## config.mk

```make
export PLATFORM = sky130hd
export DESIGN_NAME = srap_device_flat
export DESIGN_NICKNAME = d
export VERILOG_FILES = /design/src/rtl/srap_pkg.sv /design/src/rtl/srap_if.sv /design/src/rtl/srap_device.sv /design/src/flat_wrapper.sv
export SDC_FILE = /design/constraint.sdc
export NUM_CORES = 1
export LEC_CHECK = 0
export BUFFER_PORTS_ARGS = -buffer_cell sky130_fd_sc_hd__buf_2
export CORE_MARGIN = 8
export CORE_UTILIZATION = 40
export DETAILED_ROUTE_END_ITERATION = 7
export GPL_ROUTABILITY_DRIVEN = 0
export PLACE_DENSITY = 0.59
export SLEW_MARGIN = 20
export SYNTH_ARGS = -nofsm -noshare
export SYNTH_HDL_FRONTEND = slang
export SYNTH_SLANG_ARGS = --single-unit
```

## constraint.sdc

```tcl
create_clock -name clk_sys -period 5.6 [get_ports clk_sys]
set_input_delay 1.68 -clock clk_sys [delete_from_list [all_inputs] [get_ports clk_sys]]
set_output_delay 1.68 -clock clk_sys [all_outputs]
set_load 0.005 [all_outputs]
```

## src/rtl/srap_pkg.sv

```systemverilog
// package: constants and state types of the serial register access port
`default_nettype none
package srap_pkg;
    // ************************************************************
    // frame layout
    // ************************************************************
    localparam int ADDR_W = 5;
    localparam int REG_W = 5;
    localparam int DATA_W = 8;
    localparam int NUM_REGS = 32;
    localparam logic [4:0] CNT_HDR_LAST = 5'h07;  // rise count before the 8th header bit
    localparam logic [4:0] CNT_RD_LAUNCH = 5'h08; // fall after 8 rises drives D0
    localparam logic [4:0] CNT_RD_END = 5'h0d;    // fall after 13 rises ends a read
    localparam logic [4:0] CNT_WR_LAST = 5'h0f;   // rise count before the 16th bit
    localparam logic [4:0] CNT_WR_END = 5'h10;    // rises seen when a write is over
    localparam logic [4:0] CNT_ADDR_FIRST = 5'h01;
    localparam logic [4:0] CNT_ADDR_LAST = 5'h05;
    localparam logic [4:0] REG_RESET = 5'h00;
    // ************************************************************
    // timing
    // ************************************************************
    localparam int CLK_SYS_NS = 5;
    localparam int LINK_PERIOD_NS = 64;
    localparam int LINK_HALF_CYC = LINK_PERIOD_NS / (2 * CLK_SYS_NS);
    // ************************************************************
    // state types
    // ************************************************************
    typedef enum logic [2:0] {
        DEV_IDLE = 3'h0,
        DEV_HDR = 3'h1,
        DEV_RDAT = 3'h3,
        DEV_WDAT = 3'h5,
        DEV_DONE = 3'h7
    } srap_dev_state_t;
    typedef enum logic [1:0] {
        HOST_IDLE = 2'h0,
        HOST_WAIT = 2'h1,
        HOST_RUN = 2'h3,
        HOST_END = 2'h2
    } srap_host_state_t;
endpackage
`default_nettype wire

```

## src/rtl/srap_if.sv

```systemverilog
// interface: the four serial wires between host and device
`default_nettype none
interface srap_if;
    logic sclk;
    logic csN;
    logic serialInLine;
    logic serialInOe;
    logic serialOutLine;
    logic serialOutOe;
    modport dev (
        input sclk,
        input csN,
        input serialInLine,
        output serialOutLine,
        output serialOutOe
    );
    modport host (
        output sclk,
        output csN,
        output serialInLine,
        output serialInOe,
        input serialOutLine
    );
endinterface
`default_nettype wire

```

## src/rtl/srap_device.sv

```systemverilog
// device end: serial slave holding the command registers
`default_nettype none
module srap_device #(
    parameter int NUM_REGS = srap_pkg::NUM_REGS,
    parameter logic [4:0] RESET_VAL = srap_pkg::REG_RESET
) (
    input wire logic clk_sys,
    input wire logic rst_n,
    srap_if.dev link,
    output logic [NUM_REGS*srap_pkg::REG_W-1:0] cmdRegs,
    output logic wrStrobe,
    output logic [srap_pkg::ADDR_W-1:0] wrAddr
);
    // ************************************************************
    // pin synchronisers
    // ************************************************************
    logic [1:0] sclkSync;
    logic [1:0] csSync;
    logic [1:0] sdiSync;
    logic sclkPrev;

    // two flops per pin, then one more for edge finding
    always_ff @(posedge clk_sys or negedge rst_n) begin
        if (!rst_n) begin
            sclkSync <= 2'h0;
            csSync <= 2'h3;
            sdiSync <= 2'h0;
            sclkPrev <= 1'b0;
        end else begin
            sclkSync <= {sclkSync[0], link.sclk};
            csSync <= {csSync[0], link.csN};
            sdiSync <= {sdiSync[0], link.serialInLine};
            sclkPrev <= sclkSync[1];
        end
    end

    // ************************************************************
    // edge and frame decode
    // ************************************************************
    wire sclkRise = sclkSync[1] & ~sclkPrev;
    wire sclkFall = ~sclkSync[1] & sclkPrev;
    wire selActive = ~csSync[1];
    wire sdiBit = sdiSync[1];

    srap_pkg::srap_dev_state_t state;
    srap_pkg::srap_dev_state_t next_state;
    logic [4:0] bitCnt;
    logic dirRead;
    logic [srap_pkg::ADDR_W-1:0] addr;
    logic [srap_pkg::DATA_W-1:0] wrShift;
    logic [srap_pkg::REG_W-1:0] rdShift;
    logic outLine;
    logic outOe;
    logic [srap_pkg::REG_W-1:0] regFile [NUM_REGS];

    wire [srap_pkg::DATA_W-1:0] next_wrShift = {sdiBit, wrShift[srap_pkg::DATA_W-1:1]};
    wire [srap_pkg::REG_W-1:0] selReg = regFile[addr];
    wire inAddr = (bitCnt >= srap_pkg::CNT_ADDR_FIRST) && (bitCnt <= srap_pkg::CNT_ADDR_LAST);
    wire hdrEnd = sclkRise && (bitCnt == srap_pkg::CNT_HDR_LAST);
    wire rdLaunch = sclkFall && (bitCnt == srap_pkg::CNT_RD_LAUNCH);
    wire rdEnd = sclkFall && (bitCnt == srap_pkg::CNT_RD_END);
    wire wrLast = sclkRise && (bitCnt == srap_pkg::CNT_WR_LAST) && (state == srap_pkg::DEV_WDAT);

    // ************************************************************
    // next state
    // ************************************************************
    always_comb begin
        next_state = state;
        unique case (state)
            srap_pkg::DEV_IDLE: begin
                if (selActive) begin
                    next_state = srap_pkg::DEV_HDR;
                end
            end
            srap_pkg::DEV_HDR: begin
                // idle bits end the header either way
                if (hdrEnd) begin
                    next_state = dirRead ? srap_pkg::DEV_RDAT : srap_pkg::DEV_WDAT;
                end
            end
            srap_pkg::DEV_RDAT: begin
                if (rdEnd) begin
                    next_state = srap_pkg::DEV_DONE;
                end
            end
            srap_pkg::DEV_WDAT: begin
                if (wrLast) begin
                    next_state = srap_pkg::DEV_DONE;
                end
            end
            srap_pkg::DEV_DONE: begin
                next_state = srap_pkg::DEV_DONE;
            end
            default: begin
                next_state = srap_pkg::DEV_IDLE;
            end
        endcase
        if (!selActive) begin
            next_state = srap_pkg::DEV_IDLE;
        end
    end

    // ************************************************************
    // header capture and bit counting
    // ************************************************************
    always_ff @(posedge clk_sys or negedge rst_n) begin
        if (!rst_n) begin
            state <= srap_pkg::DEV_IDLE;
            bitCnt <= 5'h00;
            dirRead <= 1'b0;
            addr <= '0;
            wrShift <= '0;
        end else begin
            state <= next_state;
            if (!selActive) begin
                bitCnt <= 5'h00;
            end else if (sclkRise && state != srap_pkg::DEV_DONE) begin
                // every frame bit on a rise, none once done
                bitCnt <= bitCnt + 5'h01;
                // first bit selects read or write
                if (bitCnt == 5'h00) begin
                    dirRead <= sdiBit;
                end
                if (inAddr) begin
                    addr <= {sdiBit, addr[srap_pkg::ADDR_W-1:1]};
                end
                // eighth header bit is not stored
                // write data waits out idle bits
                // write data on rises, LSB first
                if (state == srap_pkg::DEV_WDAT) begin
                    wrShift <= next_wrShift;
                end
            end
        end
    end

    // ************************************************************
    // read data return
    // ************************************************************
    always_ff @(posedge clk_sys or negedge rst_n) begin
        if (!rst_n) begin
            outLine <= 1'b0;
            outOe <= 1'b0;
            rdShift <= '0;
        end else if (!selActive) begin
            outOe <= 1'b0;
            outLine <= 1'b0;
        end else if (state == srap_pkg::DEV_RDAT) begin
            // driver on at the eighth fall
            if (rdLaunch) begin
                outOe <= 1'b1;
                outLine <= selReg[0];
                rdShift <= selReg >> 1;
            end else if (rdEnd) begin
                // float once D4 has been held
                outOe <= 1'b0;
                outLine <= 1'b0;
            end else if (sclkFall && outOe) begin
                outLine <= rdShift[0];
                rdShift <= rdShift >> 1;
            end
        end
    end

    // ************************************************************
    // command registers
    // ************************************************************
    genvar gi;
    generate
        for (gi = 0; gi < NUM_REGS; gi++) begin : gen_reg
            localparam int IDX = gi;
            // keep only the low five data bits
            always_ff @(posedge clk_sys or negedge rst_n) begin
                if (!rst_n) begin
                    regFile[gi] <= RESET_VAL;
                end else if (wrLast && addr == IDX[srap_pkg::ADDR_W-1:0]) begin
                    regFile[gi] <= next_wrShift[srap_pkg::REG_W-1:0];
                end
            end
            assign cmdRegs[gi*srap_pkg::REG_W +: srap_pkg::REG_W] = regFile[gi];
        end
    endgenerate

    // write notice to the user side
    always_ff @(posedge clk_sys or negedge rst_n) begin
        if (!rst_n) begin
            wrStrobe <= 1'b0;
            wrAddr <= '0;
        end else begin
            wrStrobe <= wrLast;
            if (wrLast) begin
                wrAddr <= addr;
            end
        end
    end

    assign link.serialOutLine = outLine;
    assign link.serialOutOe = outOe;
endmodule
`default_nettype wire

```

## src/flat_wrapper.sv

```systemverilog
// flat-port wrapper written by rule: the top's interface ports become plain ports
module srap_device_flat 
#(
    parameter int NUM_REGS = srap_pkg::NUM_REGS,
    parameter logic [4:0] RESET_VAL = srap_pkg::REG_RESET
)
  (clk_sys, rst_n, cmdRegs, wrStrobe, wrAddr, link_sclk, link_csN, link_serialInLine, link_serialOutLine, link_serialOutOe);
  srap_if link_i ();
  input wire logic clk_sys;
  input wire logic rst_n;
  output logic [NUM_REGS*srap_pkg::REG_W-1:0] cmdRegs;
  output logic wrStrobe;
  output logic [srap_pkg::ADDR_W-1:0] wrAddr;
  input wire logic [$bits(link_i.sclk)-1:0] link_sclk;
  input wire logic [$bits(link_i.csN)-1:0] link_csN;
  input wire logic [$bits(link_i.serialInLine)-1:0] link_serialInLine;
  output wire logic [$bits(link_i.serialOutLine)-1:0] link_serialOutLine;
  output wire logic [$bits(link_i.serialOutOe)-1:0] link_serialOutOe;
  assign link_i.sclk = link_sclk;
  assign link_i.csN = link_csN;
  assign link_i.serialInLine = link_serialInLine;
  assign link_serialOutLine = link_i.serialOutLine;
  assign link_serialOutOe = link_i.serialOutOe;
  srap_device #(.NUM_REGS(NUM_REGS), .RESET_VAL(RESET_VAL)) u_core (.clk_sys(clk_sys), .rst_n(rst_n), .link(link_i), .cmdRegs(cmdRegs), .wrStrobe(wrStrobe), .wrAddr(wrAddr));
endmodule
```

; ---- Word-level counts from Yosys, hierarchy flattened
; Index checks and enable logic that the tools add are counted.
[totals]
reg_bits = 202
wordCells = 178
[classes]
addsub = 1
n_eq_ne = 44
n_bitwise = 6
muxes = 23
magnitude_cmp = 3
n_reduce_logical = 55
[ops]
columns = operator, n
row1 = equality test 5 bit (second input constant), 16
row2 = equality test 5 x 4 -> 1 bit (second input constant), 11
row3 = logical AND 1 bit, 40
row4 = two-way mux 5 bit, 7
row5 = binary-select mux 5 bit (select 5 bit), 1
row6 = equality test 5 x 3 -> 1 bit (second input constant), 5
row7 = two-way mux 3 bit, 5
row8 = one-hot mux 3 bit (5 select lines), 1
row9 = AND reduction 3 bit, 4
row10 = equality test 5 x 2 -> 1 bit (second input constant), 2
row11 = logical NOT 5 bit, 2
row12 = two-way mux 1 bit, 9
row13 = inequality test 3 x 1 -> 1 bit (second input constant), 3
row14 = equality test 3 bit (second input constant), 2
row15 = greater-or-equal comparator 6 bit (second input constant), 1
row16 = inverter 5 -> 6 bit, 1
row17 = nonzero test 2 bit, 3
row18 = adder 5 x 1 -> 5 bit (second input constant), 1
row19 = equality test 5 x 1 -> 1 bit (second input constant), 1
row20 = greater-or-equal comparator 5 x 1 -> 1 bit (second input constant), 1
row21 = less-or-equal comparator 5 x 3 -> 1 bit (second input constant), 1
row22 = AND reduction 2 bit, 2
row23 = AND reduction 4 bit, 1
row24 = nonzero test 4 bit, 1
row25 = other kinds (8), 11

; ---- Logic depth before layout (Yosys ltp)
[depth]
word_depth = 8
ltp_mapped = 8
mapped_depth_nobuf = 8

; ---- Worst setup path before layout
; No wires, ideal clock.
[synth_timing]
path_kind = register to register
from = register u_core.bitCnt[0]
to = register u_core.regFile (netlist bit u_core.cmdRegs[150])
stages_incl_launch_ff = 9
setup_slack_ps = 3476
n_path_buf = 0
t_arrival_ps = 1999
synth_period_minus_slack_ps = 2124
path_cell_list = dfrtp_1 > ha_1 > and3_1 > ha_1 > nand4_4 > clkinv_2 > nand4_4 > nor2_2 > mux2_2
[synth_between]
elab_chain_cells = 4
[synth_lines]
columns = element, line
row1 = "start, declared", srap_device.sv:47  ; logic [4:0] bitCnt;
row2 = "start signal, assigned", srap_device.sv:119  ; bitCnt <= bitCnt + 5'h01;
row3 = equality test 5 x 4 -> 1 bit, srap_device.sv:62  ; wire wrLast = sclkRise && (bitCnt == srap_pkg::CNT_WR_LAST) && (state == srap_pkg::DEV_WDAT);
row4 = logical AND 1 bit (2 in a row), srap_device.sv:62
row5 = via u_core.wrLast, srap_device.sv:62
row6 = logical AND 1 bit, srap_device.sv:176  ; end else if (wrLast && addr == IDX[srap_pkg::ADDR_W-1:0]) begin
row7 = "end signal, assigned by index", srap_device.sv:177  ; regFile[gi] <= next_wrShift[srap_pkg::REG_W-1:0];
row8 = "end, declared", srap_device.sv:54  ; logic [srap_pkg::REG_W-1:0] regFile [NUM_REGS];
; The timed path passes the listed nets, and every way through them passes these cells.
; A chain may end at the register's enable or synchronous reset.

; ---- Worst setup path in the final report
[layout_timing]
from = register u_core.addr[0] (netlist name)
to = register u_core.outLine (netlist: u_core.link.serialOutLine)
[layout_between]
elab_chain_cells = 7
[layout_lines]
columns = element, line
row1 = "start, declared", srap_device.sv:49  ; logic [srap_pkg::ADDR_W-1:0] addr;
row2 = "start signal, assigned", srap_device.sv:125  ; addr <= {sdiBit, addr[srap_pkg::ADDR_W-1:1]};
row3 = inverter 5 -> 6 bit (implied by the code), srap_device.sv:57  ; wire [srap_pkg::REG_W-1:0] selReg = regFile[addr];
row4 = binary-select mux 5 bit (select 5 bit), srap_device.sv:57
row5 = two-way mux 5 bit (implied by the code) (2 in a row), srap_device.sv:57
row6 = two-way mux 1 bit, srap_device.sv:150  ; if (rdLaunch) begin
row7 = two-way mux 1 bit, srap_device.sv:148  ; end else if (state == srap_pkg::DEV_RDAT) begin
row8 = two-way mux 1 bit, srap_device.sv:145  ; end else if (!selActive) begin
row9 = "end signal, assigned", srap_device.sv:152  ; outLine <= selReg[0];
row10 = "end signal, assigned", srap_device.sv:159  ; outLine <= rdShift[0];
row11 = "end, declared", srap_device.sv:52  ; logic outLine;
; Every way passes these cells. The select of a mux whose other input is x is not followed.

==> results.md <==
* Status: finished clean
* Final Core Density at between 40% and 50%
* Detail Route Antenna Nets at 0
* Final setup vio count at 0
* RSZ-0062 raised after global routing: false
* Final hold vios at 0
* Finished Layout Cells at between 1000 and 1500
* Share of cells above drive strength 1 at 55.1%
* Critical path endpoint category: flip-flop
* Ys async rst share at 100%
* Most common cell after layout, fill and taps aside: dfrtp_1
* Synth Register Bits at 200
* Largest net degree at the start of global routing at 105
* Reg2reg end: u_core.link.serialOutLine
* Area leader, netlist: dfrtp_1
* Cells after Synth at 665
* Slew Limit Headroom at 38.3%
* Fin crit period at 2.88 ns
* R2r worst-path depth at 6
* Residual DRC at 0
* Clk_lat worst skew at ~0.44 ns
* IO buf count at between 150 and 200
* Vias at 6172
* H-tree levels at 4
* Starting density of the core at just over 40%
* CP Data Required Time at 5.93 ns
* Pleak at 5.67 nW
* Final period utilization at 51.4%
* Die area at about 29000 um^2
* Fmax at 347 MHz
* Cells after DPL at 1129
* Hold worst-path end: u_core.sdiSync[1]
* Longest Clk Path Bufs at 2
* Clock Skews at 0.0122 ns
* GR Util All Layers at between 10% and 20%
* Kind of critical path: reg2reg
* Cell Pwr Density at 283 nW/um^2
* Initial antenna violation count at 1
* Drt first pass iters at 4
* First-pass GRT wire length at 42.4 mm
* Die height at 169 um
* Fin Setup TNS at 0 ns
* FF-to-FF Start: u_core.addr[0]
* # hold bufs at CTS at 0
* Vias in the first global route at 6636
* Flop2flop setup slack at roughly 2.7 ns
* Vias per cell at 5.32
* NumNets Final at 838
* CTS root buffer: clkbuf_16
* # diodes at 0
* TritonCTS Sinks at 200
* Worst vdd ir at ~0.20 mV
* Yosys cell types at 60
* HPWL Detailed at 19.6 mm
* Main synth FF type: dfrtp_1
* Total setup buffers inserted after CTS at 0
* Row count at 56
* Maxcap violations at 0
* Yosys top cell area share at a little over half
* Syn avg cell area at 14.1 um^2
* CTS tree: done
* GRT overflow at 0
* Post-synthesis sequential area ratio at between 50% and 60%
* Routed WL at 27.2 mm
* Arr. time, crit path at 3.21 ns
* CP startpoint kind: flip-flop
* Synth Warn # at 0
* Total chip power at 3.15 mW
* Syn Std Cell Area at approximately 9400 um^2
* # IOs at 173
* Final-report max-slew violation count at 0
* Most frequent cells in the layout: 195 x dfrtp_1, 177 x mux2_2, 171 x buf_2
* Slew @ Worst Pin at between 0.9 and 1 ns
* Iteration-0 DRC Markers at 338
* Synth-to-layout area growth at 18.8%
* Number of synthesized flops with an enable pin at 0
* Worst-path maximum fanout at 27
* Core area at roughly 23000 um^2
* PostCTS Resize Cnt at 0
* WHS Path Cells at 0
* Syn Nets at slightly below 700
* Hold crit path type: reg2reg
* HP Start: u_core.sdiSync[0]
* WL/cell at 23.5 um
* Total CTS buffers at 17
* Die width at around 170 um
* Largest cells by area after synthesis: dfrtp_1 53%, mux2_2 21%, mux4_2 7.9%
* Clk slew on worst S/H paths at roughly 0.070 ns
[synth_stat cells, drive strengths merged, types with 3 or more instances]
cell	n
dfrtp	198
mux2	180
nand2	42
mux4	33
nor2	32
clkbuf	20
buf	18
mux2i	15
nand3	14
a21oi	12
nor2b	11
nand2b	8
a211oi	6
nor3	6
nor4	6
o22ai	5
ha	4
inv	4
o21ai	4
a311oi	3
and3	3
nor3b	3
or2	3
[registers in the layout, summed over array words and instances, names as in the netlist, 2 cells and up]
register	cells
u_core.addr	5
u_core.bitCnt	5
u_core.cmdRegs	160
u_core.csSync	2
u_core.rdShift	4
u_core.sclkSync	2
u_core.sdiSync	2
u_core.state	3
u_core.wrAddr	5
u_core.wrShift	7
[routing by layer]
| metal | global-route usage, % | up-vias | share of wire, % |
|---|---|---|---|
| met4 | 5.69 | 2 | 1.7 |
| li1 | - | 2769 | - |
| met5 | 0 | - | 0.048 |
| met3 | 4.78 | 28 | 5.5 |
| met2 | 31.0 | 170 | 48 |
| met1 | 26.3 | 3203 | 45 |
[logic make-up (layout without fill, tap and decap cells)]
kind of cell,count (synthesis),count (layout),synth area share (%)
multiplexers,228,228,31.2
flip-flops,200,200,53.4
AND/OR/NAND/NOR,142,142,9.17
AO/OA/AOI/OAI,45,45,3.31
buffers and inverters,43,220,2.14
adder cells (fa/ha/maj),4,4,0.534
XOR/XNOR,3,3,0.280
[where the power goes]
part           switching [mW]  total [mW]  internal [mW]
logic                   0.257       0.384          0.127
registers              0.0481        1.51           1.46
clock network           0.586        1.26          0.673
[worst max-delay path, stage by stage (launching register included)]
cell and delay [ns]:
dfrtp_2 0.87, buf_4 0.53, nand2b_1 0.48, a211oi_1 0.09, a221oi_1 0.35, a221oi_1 0.17, o32ai_1 0.28
[cell type report]
type / count / area (um^2)
tap: 319 / 399
clock inverter: 14 / 161
fill: 2118 / 12100
sequential: 200 / 5010
clock buffer: 18 / 429
inverter: 5 / 20.0
multi-input combinational: 422 / 4170
timing repair buffer: 183 / 952
[how the worst max path moves through the flow]
stage | start | end | slack (ns) | cells after the start
floorplan | u_core.bitCnt[0] | u_core.cmdRegs[150] | 3.48 | 8
global placement | rst_n | u_core.dirRead | 2.64 | 2
detailed placement | rst_n | u_core.cmdRegs[10] | 2.64 | 2
CTS | u_core.addr[0] | u_core.link.serialOutLine | 2.65 | 6
global route | u_core.addr[0] | u_core.link.serialOutLine | 2.51 | 6
finish | u_core.addr[0] | u_core.link.serialOutLine | 2.72 | 6
[per-stage QoR]
| step | instance area, um^2 | hold WS, ns | setup slack, ns |
|---|---|---|---|
| floorplan | 9370 | 0.331 | 3.48 |
| global placement | 10500 | 0.343 | 2.64 |
| detailed placement | 10500 | 0.348 | 2.64 |
| CTS | 11100 | 0.366 | 2.65 |
| global route | 11100 | 0.376 | 2.51 |
| finish | 11100 | 0.364 | 2.72 |
Note: power is estimated with default switching activity, not from simulation.
